==> src/inc/rgc_regs.svh <==
// constants for the relay grid configuration command interpreter
// assumes inclusion by the package, which the design modules import
`ifndef RGC_REGS_SVH
`define RGC_REGS_SVH

// ----------------------------------------------------------------
// apb register offsets (byte addresses)
// ----------------------------------------------------------------
`define RGC_OFS_CMD_LO     12'h000
`define RGC_OFS_CMD_HI     12'h004
`define RGC_OFS_CMD_CTRL   12'h008
`define RGC_OFS_RPL_LO     12'h00C
`define RGC_OFS_RPL_HI     12'h010
`define RGC_OFS_RPL_STAT   12'h014
`define RGC_OFS_POP        12'h018
`define RGC_OFS_DEFAULTS   12'h01C
`define RGC_OFS_TIMEOUT    12'h020
`define RGC_OFS_STARTUP    12'h024
`define RGC_OFS_RELAY_NOW  12'h028
`define RGC_OFS_ADDRCFG    12'h02C

// ----------------------------------------------------------------
// command and reply codes
// ----------------------------------------------------------------
`define RGC_ID_DIAG        8'h01
`define RGC_ID_POP_WR      8'h94
`define RGC_ID_DEF_WR      8'h95
`define RGC_ID_RELAY_RD    8'h96
`define RGC_ID_CFG_RD      8'h97
`define RGC_ID_TMO_WR      8'h98
`define RGC_ID_DLY_WR      8'h99
`define RGC_GRID_ADDR      8'h00
`define RGC_SA_ALL         8'hFF
`define RGC_DIAG_FAIL      8'h00
`define RGC_DIAG_OK        8'h01

// ----------------------------------------------------------------
// command and reply lengths in bytes
// ----------------------------------------------------------------
`define RGC_LEN_POP        4'h8
`define RGC_LEN_DEF        4'h4
`define RGC_LEN_RELAY      4'h2
`define RGC_LEN_CFG        4'h1
`define RGC_LEN_TMO        4'h4
`define RGC_LEN_DLY        4'h3
`define RGC_LEN_REPLY      4'h8

// ----------------------------------------------------------------
// reply frame header fields
// ----------------------------------------------------------------
`define RGC_PGN            18'h0_EF00
`define RGC_PRIO           3'h6
`define RGC_DPAGE          1'h0
`define RGC_PF             8'hEF

// ----------------------------------------------------------------
// reset values of stored settings
// ----------------------------------------------------------------
`define RGC_RST_POP        37'h00_0000_0000
`define RGC_RST_DEF        13'h0000
`define RGC_RST_THRESH     16'h0000
`define RGC_RST_TMO_SA     8'hFF
`define RGC_RST_DELAY      16'h0000
`define RGC_RST_OWN_SA     8'h80

`endif

==> src/inc/rgc_pkg.sv <==
// types shared by the command interpreter files
// assumes rgc_regs.svh on the include path
package rgc_pkg;
   `include "rgc_regs.svh"

   typedef logic [63:0] rgc_frame_t;
   typedef logic [7:0]  rgc_byte_t;

   typedef enum logic [1:0] {
      RGC_IDLE  = 2'b00,
      RGC_EXEC  = 2'b01,
      RGC_REPLY = 2'b10
   } rgc_state_t;
endpackage

==> src/hdl/rgc_cmd_interp.sv <==
// What this block does
// - 0x94 overwrites population table, diag reply
// - population bit one means position fitted
// - population command: 8 bytes, fixed bit layout
// - 0x95 stores relay defaults, diag reply
// - default bit one means output on
// - default command: 4 bytes, fixed bit layout
// - 0x96 reads states; bad grid gives diag
// - 0x97 returns addressing and timeout configuration
// - 0x98 stores threshold and source, diag
// - zero threshold disables count supervision
// - source 0xFF counts every sender
// - 0x99 stores start-up delay, diag reply
// - replies use group 61184, priority 6
// - replies eight bytes, only when commanded
// - diag: 0x01, answered ID, pass flag
//
// command interpreter for the grid configuration commands
// assumes an apb master in front and a can controller on the frame ports
//
// Decided for this implementation: the placing of the registers and the APB register port.
`timescale 1ns/1ps
module rgc_cmd_interp
   import rgc_pkg::*;
(
   input  wire logic               pclk,
   input  wire logic               presetn,
   input  wire logic               psel,
   input  wire logic               penable,
   input  wire logic               pwrite,
   input  wire logic [11:0]        paddr,
   input  wire logic [31:0]        pwdata,
   output logic                    pready,
   output logic [31:0]             prdata,
   output logic                    pslverr,
   input  wire logic               rx_frame,
   input  wire logic [7:0]         rx_sa,
   input  wire logic [3:0]         rx_len,
   input  wire logic [63:0]        rx_data,
   input  wire logic [12:0]        relay_now,
   input  wire logic [7:0]         sa_offset,
   output logic                    tx_valid,
   input  wire logic               tx_ready,
   output logic [28:0]             tx_id,
   output logic [3:0]              tx_len,
   output logic [63:0]             tx_data,
   output logic [36:0]             pop_table,
   output logic [12:0]             relay_default,
   output logic [15:0]             startup_delay,
   output logic                    msg_timeout
);
   import rgc_pkg::*;

   // ----------------------------------------------------------------
   // stored state
   // ----------------------------------------------------------------
   rgc_state_t  state;
   rgc_frame_t  cmd_buf;
   logic [3:0]  cmd_len;
   logic [7:0]  cmd_sa;
   logic [15:0] thresh;
   logic [7:0]  tmo_sa;
   logic [7:0]  own_sa;
   logic [7:0]  sa_base;
   logic [7:0]  pgn_base;
   logic        sw_go;
   logic        busy_sw;
   logic [15:0] msg_count;
   logic        cnt_expired;
   logic        tx_done_flag;

   // ----------------------------------------------------------------
   // helpers
   // ----------------------------------------------------------------
   function automatic rgc_byte_t byte_at(input rgc_frame_t f, input int unsigned i);
      byte_at = f[i*8 +: 8];
   endfunction

   function automatic rgc_frame_t diag(input rgc_byte_t id, input logic ok);
      diag = {40'h00_0000_0000, (ok ? `RGC_DIAG_OK : `RGC_DIAG_FAIL), id, `RGC_ID_DIAG};
   endfunction

   // ----------------------------------------------------------------
   // command decode
   // ----------------------------------------------------------------
   wire rgc_byte_t cmd_id   = byte_at(cmd_buf, 0);
   wire rgc_byte_t cmd_b1   = byte_at(cmd_buf, 1);
   wire logic      grid_ok  = (cmd_b1 == `RGC_GRID_ADDR);
   wire logic is_pop   = (cmd_id == `RGC_ID_POP_WR);
   wire logic is_def   = (cmd_id == `RGC_ID_DEF_WR);
   wire logic is_rel   = (cmd_id == `RGC_ID_RELAY_RD);
   wire logic is_cfg   = (cmd_id == `RGC_ID_CFG_RD);
   wire logic is_tmo   = (cmd_id == `RGC_ID_TMO_WR);
   wire logic is_dly   = (cmd_id == `RGC_ID_DLY_WR);
   wire logic known    = is_pop | is_def | is_rel | is_cfg | is_tmo | is_dly;
   // length checks; short commands fail without side effects
   wire logic pop_ok   = is_pop && cmd_len >= `RGC_LEN_POP && grid_ok;
   wire logic def_ok   = is_def && cmd_len >= `RGC_LEN_DEF && grid_ok;
   wire logic rel_ok   = is_rel && cmd_len >= `RGC_LEN_RELAY && grid_ok;
   wire logic cfg_ok   = is_cfg && cmd_len >= `RGC_LEN_CFG;
   wire logic tmo_ok   = is_tmo && cmd_len >= `RGC_LEN_TMO;
   wire logic dly_ok   = is_dly && cmd_len >= `RGC_LEN_DLY;

   // population: fuses 24 bits bytes 2..4, relays byte 6 and 7[4:0]
   wire logic [36:0] new_pop = {cmd_buf[60:56], cmd_buf[55:48], cmd_buf[39:16]};
   // defaults: relays byte 2 and 3[4:0], one means on
   wire logic [12:0] new_def = {cmd_buf[28:24], cmd_buf[23:16]};

   // ----------------------------------------------------------------
   // reply building
   // ----------------------------------------------------------------
   wire rgc_frame_t rel_frame = {16'h0000, 3'h0, relay_default[12:8], relay_default[7:0],
                                 3'h0, relay_now[12:8], relay_now[7:0], `RGC_GRID_ADDR,
                                 `RGC_ID_RELAY_RD};
   wire rgc_frame_t rel_dly   = {startup_delay, rel_frame[47:0]};
   wire rgc_frame_t cfg_frame = {tmo_sa, thresh, pgn_base, sa_base, sa_offset,
                                 pop_table[36:32] == 5'h00 ? 8'h00 : 8'h01,
                                 `RGC_ID_CFG_RD};
   wire logic        answer_diag = ~(rel_ok | cfg_ok);
   wire logic        diag_pass   = pop_ok | def_ok | tmo_ok | dly_ok;
   wire rgc_frame_t  next_reply  = rel_ok ? rel_dly :
                                   cfg_ok ? cfg_frame :
                                   diag(cmd_id, diag_pass);
   // priority 6, pgn 61184 with destination in the pdu specific field
   wire logic [28:0] next_id = {`RGC_PRIO, `RGC_DPAGE, 1'b0, `RGC_PF, cmd_sa, own_sa};

   // ----------------------------------------------------------------
   // apb decode
   // ----------------------------------------------------------------
   wire logic apb_wr   = psel && penable && pwrite && pready;
   wire logic apb_rd   = psel && !penable && !pwrite;
   wire logic hit_lo   = (paddr == `RGC_OFS_CMD_LO);
   wire logic hit_hi   = (paddr == `RGC_OFS_CMD_HI);
   wire logic hit_ctl  = (paddr == `RGC_OFS_CMD_CTRL);
   wire logic mapped   = hit_lo | hit_hi | hit_ctl |
                         paddr == `RGC_OFS_RPL_LO  | paddr == `RGC_OFS_RPL_HI |
                         paddr == `RGC_OFS_RPL_STAT | paddr == `RGC_OFS_POP |
                         paddr == `RGC_OFS_DEFAULTS | paddr == `RGC_OFS_TIMEOUT |
                         paddr == `RGC_OFS_STARTUP | paddr == `RGC_OFS_RELAY_NOW |
                         paddr == `RGC_OFS_ADDRCFG;
   wire logic [31:0] rd_mux =
      paddr == `RGC_OFS_CMD_LO    ? cmd_buf[31:0] :
      paddr == `RGC_OFS_CMD_HI    ? cmd_buf[63:32] :
      paddr == `RGC_OFS_CMD_CTRL  ? {16'h0000, cmd_sa, 3'h0, busy_sw, cmd_len} :
      paddr == `RGC_OFS_RPL_LO    ? tx_data[31:0] :
      paddr == `RGC_OFS_RPL_HI    ? tx_data[63:32] :
      paddr == `RGC_OFS_RPL_STAT  ? {29'h0000_0000, state == RGC_IDLE, tx_done_flag, tx_valid} :
      paddr == `RGC_OFS_POP       ? pop_table[31:0] :
      paddr == `RGC_OFS_DEFAULTS  ? {14'h0000, pop_table[36:32], relay_default} :
      paddr == `RGC_OFS_TIMEOUT   ? {msg_count[7:0], tmo_sa, thresh} :
      paddr == `RGC_OFS_STARTUP   ? {msg_count[15:8], 7'h00, msg_timeout, startup_delay} :
      paddr == `RGC_OFS_RELAY_NOW ? {19'h0_0000, relay_now} :
      paddr == `RGC_OFS_ADDRCFG   ? {8'h00, pgn_base, sa_base, own_sa} :
                                    32'h0000_0000;

   // ----------------------------------------------------------------
   // command intake: can frame or apb-injected command
   // ----------------------------------------------------------------
   wire logic idle      = (state == RGC_IDLE);
   wire logic take_can  = idle && rx_frame && rx_len <= `RGC_LEN_REPLY;
   wire logic take_sw   = idle && !rx_frame && sw_go;
   wire logic sw_start  = apb_wr && hit_ctl && pwdata[4];

   // ----------------------------------------------------------------
   // apb slave: no wait states, pready in the first access cycle
   // ----------------------------------------------------------------
   always_ff @(posedge pclk or negedge presetn) begin
      if (!presetn) begin
         pready  <= 1'b0;
         prdata  <= 32'h0000_0000;
         pslverr <= 1'b0;
      end else begin
         pready  <= psel && !penable;
         prdata  <= apb_rd ? rd_mux : prdata;
         pslverr <= psel && !penable && !mapped;
      end
   end

   // ----------------------------------------------------------------
   // software command start and address configuration
   // ----------------------------------------------------------------
   always_ff @(posedge pclk or negedge presetn) begin
      if (!presetn) begin
         sw_go   <= 1'b0;
         busy_sw <= 1'b0;
         own_sa  <= `RGC_RST_OWN_SA;
         sa_base <= `RGC_RST_OWN_SA;
         pgn_base <= 8'h00;
      end else begin
         sw_go   <= take_sw ? 1'b0 : (sw_start ? 1'b1 : sw_go);
         busy_sw <= take_sw ? 1'b1 : (idle ? 1'b0 : busy_sw);
         if (apb_wr && paddr == `RGC_OFS_ADDRCFG) begin
            own_sa   <= pwdata[7:0];
            sa_base  <= pwdata[15:8];
            pgn_base <= pwdata[23:16];
         end
      end
   end

   // ----------------------------------------------------------------
   // command sequencer
   // ----------------------------------------------------------------
   always_ff @(posedge pclk or negedge presetn) begin
      if (!presetn) begin
         state    <= RGC_IDLE;
         cmd_buf  <= 64'h0000_0000_0000_0000;
         cmd_len  <= 4'h0;
         cmd_sa   <= 8'h00;
         tx_valid <= 1'b0;
         tx_id    <= 29'h0000_0000;
         tx_len   <= 4'h0;
         tx_data  <= 64'h0000_0000_0000_0000;
         tx_done_flag <= 1'b0;
      end else begin
         case (state)
            RGC_IDLE: begin
               if (take_can) begin
                  cmd_buf <= rx_data;
                  cmd_len <= rx_len;
                  cmd_sa  <= rx_sa;
                  state   <= RGC_EXEC;
               end else if (apb_wr && hit_lo) begin
                  cmd_buf[31:0] <= pwdata;
               end else if (apb_wr && hit_hi) begin
                  cmd_buf[63:32] <= pwdata;
               end else if (apb_wr && hit_ctl) begin
                  cmd_len <= pwdata[3:0];
                  cmd_sa  <= pwdata[15:8];
               end
               if (take_sw) begin
                  state <= RGC_EXEC;
               end
               if (sw_start) begin
                  tx_done_flag <= 1'b0;
               end
            end
            RGC_EXEC: begin
               // replies only answer a command, never periodic
               tx_data  <= next_reply;
               tx_id    <= next_id;
               tx_len   <= `RGC_LEN_REPLY;
               tx_valid <= known | answer_diag;
               state    <= RGC_REPLY;
            end
            RGC_REPLY: begin
               if (tx_valid && tx_ready) begin
                  tx_valid     <= 1'b0;
                  tx_done_flag <= 1'b1;
                  state        <= RGC_IDLE;
               end else if (!tx_valid) begin
                  state <= RGC_IDLE;
               end
            end
            default: begin
               state <= RGC_IDLE;
            end
         endcase
      end
   end

   // ----------------------------------------------------------------
   // stored settings, written only by a complete valid command
   // ----------------------------------------------------------------
   wire logic exec = (state == RGC_EXEC);

   always_ff @(posedge pclk or negedge presetn) begin
      if (!presetn) begin
         pop_table     <= `RGC_RST_POP;
         relay_default <= `RGC_RST_DEF;
         thresh        <= `RGC_RST_THRESH;
         tmo_sa        <= `RGC_RST_TMO_SA;
         startup_delay <= `RGC_RST_DELAY;
      end else if (exec) begin
         if (pop_ok) begin
            pop_table <= new_pop;
         end
         if (def_ok) begin
            relay_default <= new_def;
         end
         if (tmo_ok) begin
            thresh <= {byte_at(cmd_buf, 2), byte_at(cmd_buf, 1)};
            tmo_sa <= byte_at(cmd_buf, 3);
         end
         if (dly_ok) begin
            startup_delay <= {byte_at(cmd_buf, 2), byte_at(cmd_buf, 1)};
         end
      end
   end

   // ----------------------------------------------------------------
   // message-count supervision
   // ----------------------------------------------------------------
   rgc_msg_counter u_counter (
      .pclk       (pclk),
      .presetn    (presetn),
      .frame_seen (rx_frame),
      .frame_sa   (rx_sa),
      .thresh     (thresh),
      .watch_sa   (tmo_sa),
      .clear      (exec && tmo_ok),
      .count      (msg_count),
      .expired    (cnt_expired)
   );

   always_ff @(posedge pclk or negedge presetn) begin
      if (!presetn) begin
         msg_timeout <= 1'b0;
      end else begin
         msg_timeout <= cnt_expired;
      end
   end
endmodule

==> src/hdl/rgc_msg_counter.sv <==
// counts received frames for the message-count timeout supervision
// assumes one pulse per received frame on the system clock
`timescale 1ns/1ps
module rgc_msg_counter
   import rgc_pkg::*;
(
   input  wire logic        pclk,
   input  wire logic        presetn,
   input  wire logic        frame_seen,
   input  wire logic [7:0]  frame_sa,
   input  wire logic [15:0] thresh,
   input  wire logic [7:0]  watch_sa,
   input  wire logic        clear,
   output logic [15:0]      count,
   output logic             expired
);
   wire logic enabled   = (thresh != `RGC_RST_THRESH);
   wire logic sa_match  = (watch_sa == `RGC_SA_ALL) ||
                          (frame_sa == watch_sa);
   wire logic counts    = enabled && frame_seen && sa_match;
   wire logic [15:0] next_count = clear ? 16'h0000 :
                                  counts ? 16'(count + 16'h0001) : count;

   always_ff @(posedge pclk or negedge presetn) begin
      if (!presetn) begin
         count   <= 16'h0000;
         expired <= 1'b0;
      end else begin
         count   <= next_count;
         expired <= enabled && (next_count >= thresh);
      end
   end
endmodule

==> config.mk <==
export PLATFORM = sky130hd
export DESIGN_NAME = rgc_cmd_interp
export DESIGN_NICKNAME = d
export VERILOG_FILES = /design/src/inc/rgc_pkg.sv /design/src/hdl/rgc_cmd_interp.sv /design/src/hdl/rgc_msg_counter.sv
export VERILOG_INCLUDE_DIRS = /design/src /design/src/inc
export SDC_FILE = /design/constraint.sdc
export NUM_CORES = 1
export LEC_CHECK = 0
export BUFFER_PORTS_ARGS = -buffer_cell sky130_fd_sc_hd__buf_2
export CAP_MARGIN = 20
export CORE_MARGIN = 2
export CORE_UTILIZATION = 50
export DETAILED_ROUTE_END_ITERATION = 10
export PLACE_DENSITY = 0.71
export SETUP_SLACK_MARGIN = 0.3
export SLEW_MARGIN = 20
export SYNTH_ARGS = -nofsm -noshare
export SYNTH_HDL_FRONTEND = slang
export SYNTH_SLANG_ARGS = --single-unit
==> constraint.sdc <==
create_clock -name pclk -period 7.7 [get_ports pclk]
set_clock_uncertainty 0.2 [all_clocks]
set_input_delay 1.155 -clock pclk [delete_from_list [all_inputs] [get_ports pclk]]
set_output_delay 1.155 -clock pclk [all_outputs]
set_load 0.05 [all_outputs]
== Word level (Yosys, flattened, before mapping) ==
Cells that the tools add are included.

* Add/sub/neg operators: 1
* Order comparisons: 7
* Equality and inequality tests: 27
* Muxes and demuxes: 44
* Bitwise gates (word level): 22
* Reductions and logical operators: 56

{| class="wikitable"
|+ Operators with widths
! kind !! number
|-
| $mux 32 || 13
|-
| $mux 64 || 3
|-
| $eq 8x8->1 const B || 7
|-
| $eq 12x5->1 const B || 4
|-
| $eq 12x6->1 const B || 4
|-
| $mux 24 || 2
|-
| $mux 16 || 2
|-
| $mux 8 || 4
|-
| $logic_and 1x1->1 || 29
|-
| $eq 12x4->1 const B || 2
|-
| $or 1x1->1 || 21
|-
| $add 16x1->16 const B || 1
|-
| $ge 16x16->1 || 1
|-
| $mux 4 || 4
|-
| $reduce_bool 16->1 || 1
|-
| $reduce_and 2->1 || 7
|-
| $reduce_bool 2->1 || 7
|-
| $eq 12x3->1 const B || 1
|-
| $logic_not 12->1 || 1
|-
| $mux 1 || 9
|-
| $eq 8x8->1 || 1
|-
| $ge 4x2->1 const B || 2
|-
| $logic_not 8->1 || 1
|-
| $mux 2 || 4
|-
| 19 further kinds || 26
|}

* Flip-flop bits (word level): 330
* Input port bits: 148
* Output and inout port bits: 199
* Logic and storage cells: 183

== Depth between registers and ports, before layout ==
* Depth after elaboration: 14
* Depth in mapped cells: 13
* Depth with buffers taken out: 11

== Hierarchy ==
From an unflattened synthesis, not the netlist that was laid out.

* Cells, all modules: 1659
* Area, all modules: 17190.2 µm²

{| class="wikitable"
|+ By module, submodules not included
! module !! times used !! cells each !! area an instance (µm²) !! seq. area each (µm²)
|-
| rgc_cmd_interp || 1 || 1478 || 15638.7 || 7669.9
|-
| rgc_msg_counter || 1 || 181 || 1551.5 || 425.4
|}

== Worst setup path after synthesis ==
Ideal clock, no wire load.

* Path type: input -> register
* Start point: input rx_sa[5]
* End point: register u_counter.expired
* Library setup time: 129 ps
* Arrival: 3669 ps
* Required time: 7371 ps
* Slack: 3702 ps
* Stages on the path: 12
* Buffers on the path: 1
* Path through: xor2_1 nor4_1 a21oi_1 clkbuf_1 nor4b_1 mux2i_1 ha_1 a21o_1 a2111oi_0 o21ai_0 a31oi_1 o21ai_0

* Cells in the longest elaborated chain, start to end: 7

{| class="wikitable"
|+ Ends and longest elaborated chain
! item !! line !! text
|-
| start, declared || rgc_cmd_interp.sv:37 || <nowiki>input wire logic [7:0] rx_sa,</nowiki>
|-
| $eq 8x8->1 || rgc_msg_counter.sv:19 || <nowiki>(frame_sa == watch_sa);</nowiki>
|-
| $logic_or 1x1->1 || rgc_msg_counter.sv:18 || <nowiki>wire logic sa_match = (watch_sa == `RGC_SA_ALL) ||</nowiki>
|-
| $logic_and 1x1->1 || rgc_msg_counter.sv:20 || <nowiki>wire logic counts = enabled && frame_seen && sa_match;</nowiki>
|-
| $mux 16 || rgc_msg_counter.sv:22 || <nowiki>counts ? 16'(count + 16'h0001) : count;</nowiki>
|-
| $mux 16 || rgc_msg_counter.sv:21 || <nowiki>wire logic [15:0] next_count = clear ? 16'h0000 :</nowiki>
|-
| named net u_counter.next_count[4] || rgc_msg_counter.sv:21 ||
|-
| $ge 16x16->1 || rgc_msg_counter.sv:30 || <nowiki>expired <= enabled && (next_count >= thresh);</nowiki>
|-
| $logic_and 1x1->1 || rgc_msg_counter.sv:30 ||
|-
| end signal, assigned || rgc_msg_counter.sv:30 ||
|-
| end, declared || rgc_msg_counter.sv:15 || <nowiki>output logic expired</nowiki>
|}

The timed path passes the listed nets, and every way through them passes these cells.
A chain may end at the register's enable or synchronous reset.

== Worst setup path after layout ==
* Start point: input paddr[4]
* End point: register pgn_base[6]

* Cells in the longest elaborated chain, start to end: 2

{| class="wikitable"
|+ Ends and longest elaborated chain
! item !! line !! text
|-
| start, declared || rgc_cmd_interp.sv:31 || <nowiki>input wire logic [11:0] paddr,</nowiki>
|-
| $eq 12x6->1 (no line) || -- ||
|-
| $logic_and 1x1->1 (no line) || -- ||
|-
| end signal, assigned || rgc_cmd_interp.sv:195 || <nowiki>pgn_base <= pwdata[23:16];</nowiki>
|-
| end, declared || rgc_cmd_interp.sv:65 || <nowiki>logic [7:0] pgn_base;</nowiki>
|}

Every way passes these cells.

==> out/qor.yml <==
logic_synthesis:
  synthArstFlopShare_pct: 100
  synth_edf_count: 0
  synth.area.top_cells: "dfrtp_1 46%, mux2_2 9.7%, mux2i_1 6.2%, a21oi_1 3.3%, o21ai_0 2.8%"
  ys_warn_count: 0
  ys_seq_area_share_pct: 47.0
  syn_avg_cell_area_um2: 10.8
  syn_area_um2: 17200
  yosysTopAreaCell: "dfrtp_1"
  synth.distinct_cells: 79
  synth_top_area_share_pct: 45.5
  netlist_instances: 1587
  synthFlopType: "dfrtp_1"
  synth-seq-cells: 323
clocking:
  h-tree-depth: 2
  cts_tree: "built"
  cts_buffers: 37
  holdBufCountCts: 0
  cts_resized: 0
  clk_latency_ns: 0.53
  cts-root-buf: "clkbuf_16"
  clock-sinks: 323
  clk_path_buf_depth: 3
  path_clk_slew_ns: 0.06
  postCtsSetupBuffers: 0
global_routing:
  grt_first_pass_wirelength_mm: 101
  grt_usage_pct: 38.7
  grt.overflow.total: 0
  grt_max_degree: 153
  grt_pass1_vias: 15100
  antenna_found_initial: 3
timing:
  max-slew-margin-rel_pct: 25.4
  slew_viol_final: 0
  hold_viol: 0
  setup_viol: 0
  worstMarginPinSlew_ns: 1.11
  fin_crit_sh_pct: 57.6
  setup_tns_ns: 0
  rsz0062_at_grt: "no"
  layout_min_cycle_time_ns: 4.43
  fmax_ghz: 0.226
die:
  die_x_um: 190
  num_io_pins: 347
  start_util_pct: 51.1
  rows: 67
  die_y_um: 190
  dieArea_um2: 35900
  fp.coreArea_um2: 33700
drt:
  wl_per_cell_um: 30.1
  drc_errors: 0
  wl_mm: 70.2
  drt_iter0_markers: 1919
  vias_per_cell: 6.65
  vias: 15500
  antenna_left: 0
  drtPass1Iterations: 6
final_layout:
  multi_input_area_um2: 8410
  regArea_um2: 8100
  nFillCells: 2950
  nets: 2020
  drive_above_1_share_pct: 34.6
  stdcell_count: 2329
  synthToLayoutAreaGrowth_pct: 17.6
worst_setup_path:
  crit_chain: "buf_2 > or4b_2 > nor3_2 > nand3_2 > mux2_2"
  crit_fanout: 37
  worstPathArrival_ns: 4.64
  max_stage_delay_ns: 0.92
  path_class: "in2reg"
  crit_slowest_cell: "nand3_2"
  end_kind: "flop"
  worstPathRequired_ns: 7.90
  start_kind: "primary input"
pwr:
  powerDensity_nw_per_um2: 265
  p_switching_mw: 1.96
  pwr-share-comb_pct: 23.5
  swShare_pct: 36.5
  leakagePower_nw: 9.53
  internal_power_mw: 3.41
  ir_worst_vdd_mv: 0.242
  power_frac_seq_pct: 43.8
  clockPowerShare_pct: 32.7
place:
  gp_congestion: 0.977
  dp_hpwl_mm: 51.1
  dp.cells: 2264
  portBuffers: 336
min_path:
  worstHoldPathType: "reg2reg"
outcome:
  status: "finished clean"
run:
  cap_violations: 0
## layer usage
layer / up-vias / part of all wire [%] / global-route usage (%)
li1: 6444 / - / -
met2: 1011 / 45 / 60.5
met3: 223 / 11 / 9.00
met5: - / 0 / 0
met4: 0 / 5.8 / 19.4
met1: 7806 / 38 / 50.9
## synthesized netlist by cell type, drive strengths merged (6+ instances only)
master  instances
xor2            8
or4            17
mux2i         107
nor3           16
a21oi         112
mux2          178
nor4           19
buf            70
ha             17
or2             6
o31ai          16
a221oi         15
a31oi           8
a22oi          17
a32oi           6
or3             8
o21ai          96
nand2          93
mux4           12
a221o           7
o22ai           9
clkbuf         73
nor2b           8
a211oi          8
dfstp          10
nor4b           6
a22o           29
a21o            6
nand4          14
nand2b         17
o211ai         17
dfrtp         313
inv            24
nor2           78
nand3          80
## state kept, by name, summed over array words and instances (netlist names), 13 cells and up
signal,count
relay_default,13
startup_delay,16
cmd_buf,64
tx_data,58
pop_table,37
prdata,32
u_counter.count,16
tx_id,16
thresh,16
## power groups by stage
stage | clock network (mW) | registers, mW | logic (mW)
3_5_place_dp | 0 | 2.35 | 1.25
3_3_place_gp | 0 | 2.35 | 1.24
2_1_floorplan | 0 | 2.50 | 0.601
5_1_grt | 1.82 | 2.36 | 1.34
6_report | 1.76 | 2.35 | 1.26
4_1_cts | 1.76 | 2.32 | 1.26
## layout make-up
class                   instances  share of cell area (%)
diodes                          3                  0.0371
clock buffers                  53                    5.33
clock inverters                 9                   0.488
inverters                      24                   0.445
multi-input cells            1106                    41.5
flip-flops and latches        323                    40.0
well taps                     448                    2.77
repair buffers                363                    9.42
## placed cells by master, fill, tap and decap left out, types with 9 or more instances in the layout
cell type	synthesis	final
buf_2	25	335
dfrtp_1	313	313
mux2_2	148	148
a21oi_1	112	111
mux2i_1	107	107
o21ai_0	96	96
nand2_1	92	92
nand3_1	79	79
nor2_1	78	75
clkbuf_16	0	39
mux2_4	30	30
a22o_1	29	29
buf_4	23	26
inv_1	24	24
o211ai_1	17	17
a22oi_1	17	17
ha_1	17	17
or4_1	16	16
o31ai_1	16	16
nand2b_1	17	15
a221oi_1	15	15
nand4_1	14	14
nor3_1	14	12
mux4_2	12	12
nor4_1	12	11
conb_1	1	10
dfstp_2	10	10
o22ai_1	9	9
clkbuf_1	73	9
## final timing paths
| check | from | end | slack [ns] | cells after the start |
|---|---|---|---|---|
| worst min-delay path | u_counter.expired | msg_timeout | 0.15 | 0 |
| worst max-delay path | paddr[4] | pgn_base[6] | 3.27 | 5 |
| worst max register to register | thresh[9] | u_counter.expired | 3.86 | 10 |
| min in group asynchronous | presetn | u_counter.count[2] | 0.46 | 1 |
| max in group asynchronous | presetn | cmd_buf[56] | 5.34 | 2 |
| worst min register to register | u_counter.expired | msg_timeout | 0.15 | 0 |
## critical path, delay by kind of cell
kind                   cells  cell delay [ns]
AND/OR/NAND/NOR            3             2.55
multiplexers               1             0.56
buffers and inverters      1             0.33
## metrics by stage
step	area (um2)	setup WS, ns	utilization (%)	total power [mW]	hold slack, ns
after floorplan	17200	3.70	-	3.10	0.131
after CTS	20200	3.30	60.1	5.34	0.151
after global routing	20200	3.12	60.1	5.52	0.168
final	20200	3.27	60.1	5.37	0.150
after global placement	19100	2.97	56.6	3.58	0.135
after detailed placement	19100	2.77	56.6	3.60	0.137
## cell families after synthesis
group,Yosys count,share of synthesized area (%)
and+or+nand+nor,385,11.8
other,1,0.0218
muxes,297,20.1
DFF,323,47.0
AOI/OAI and AO/OA,389,14.7
adders and majority gates,17,1.24
buffers and inverters,167,4.70
xor gates and xnor gates,8,0.407
Note: power is estimated with default switching activity, not from simulation.
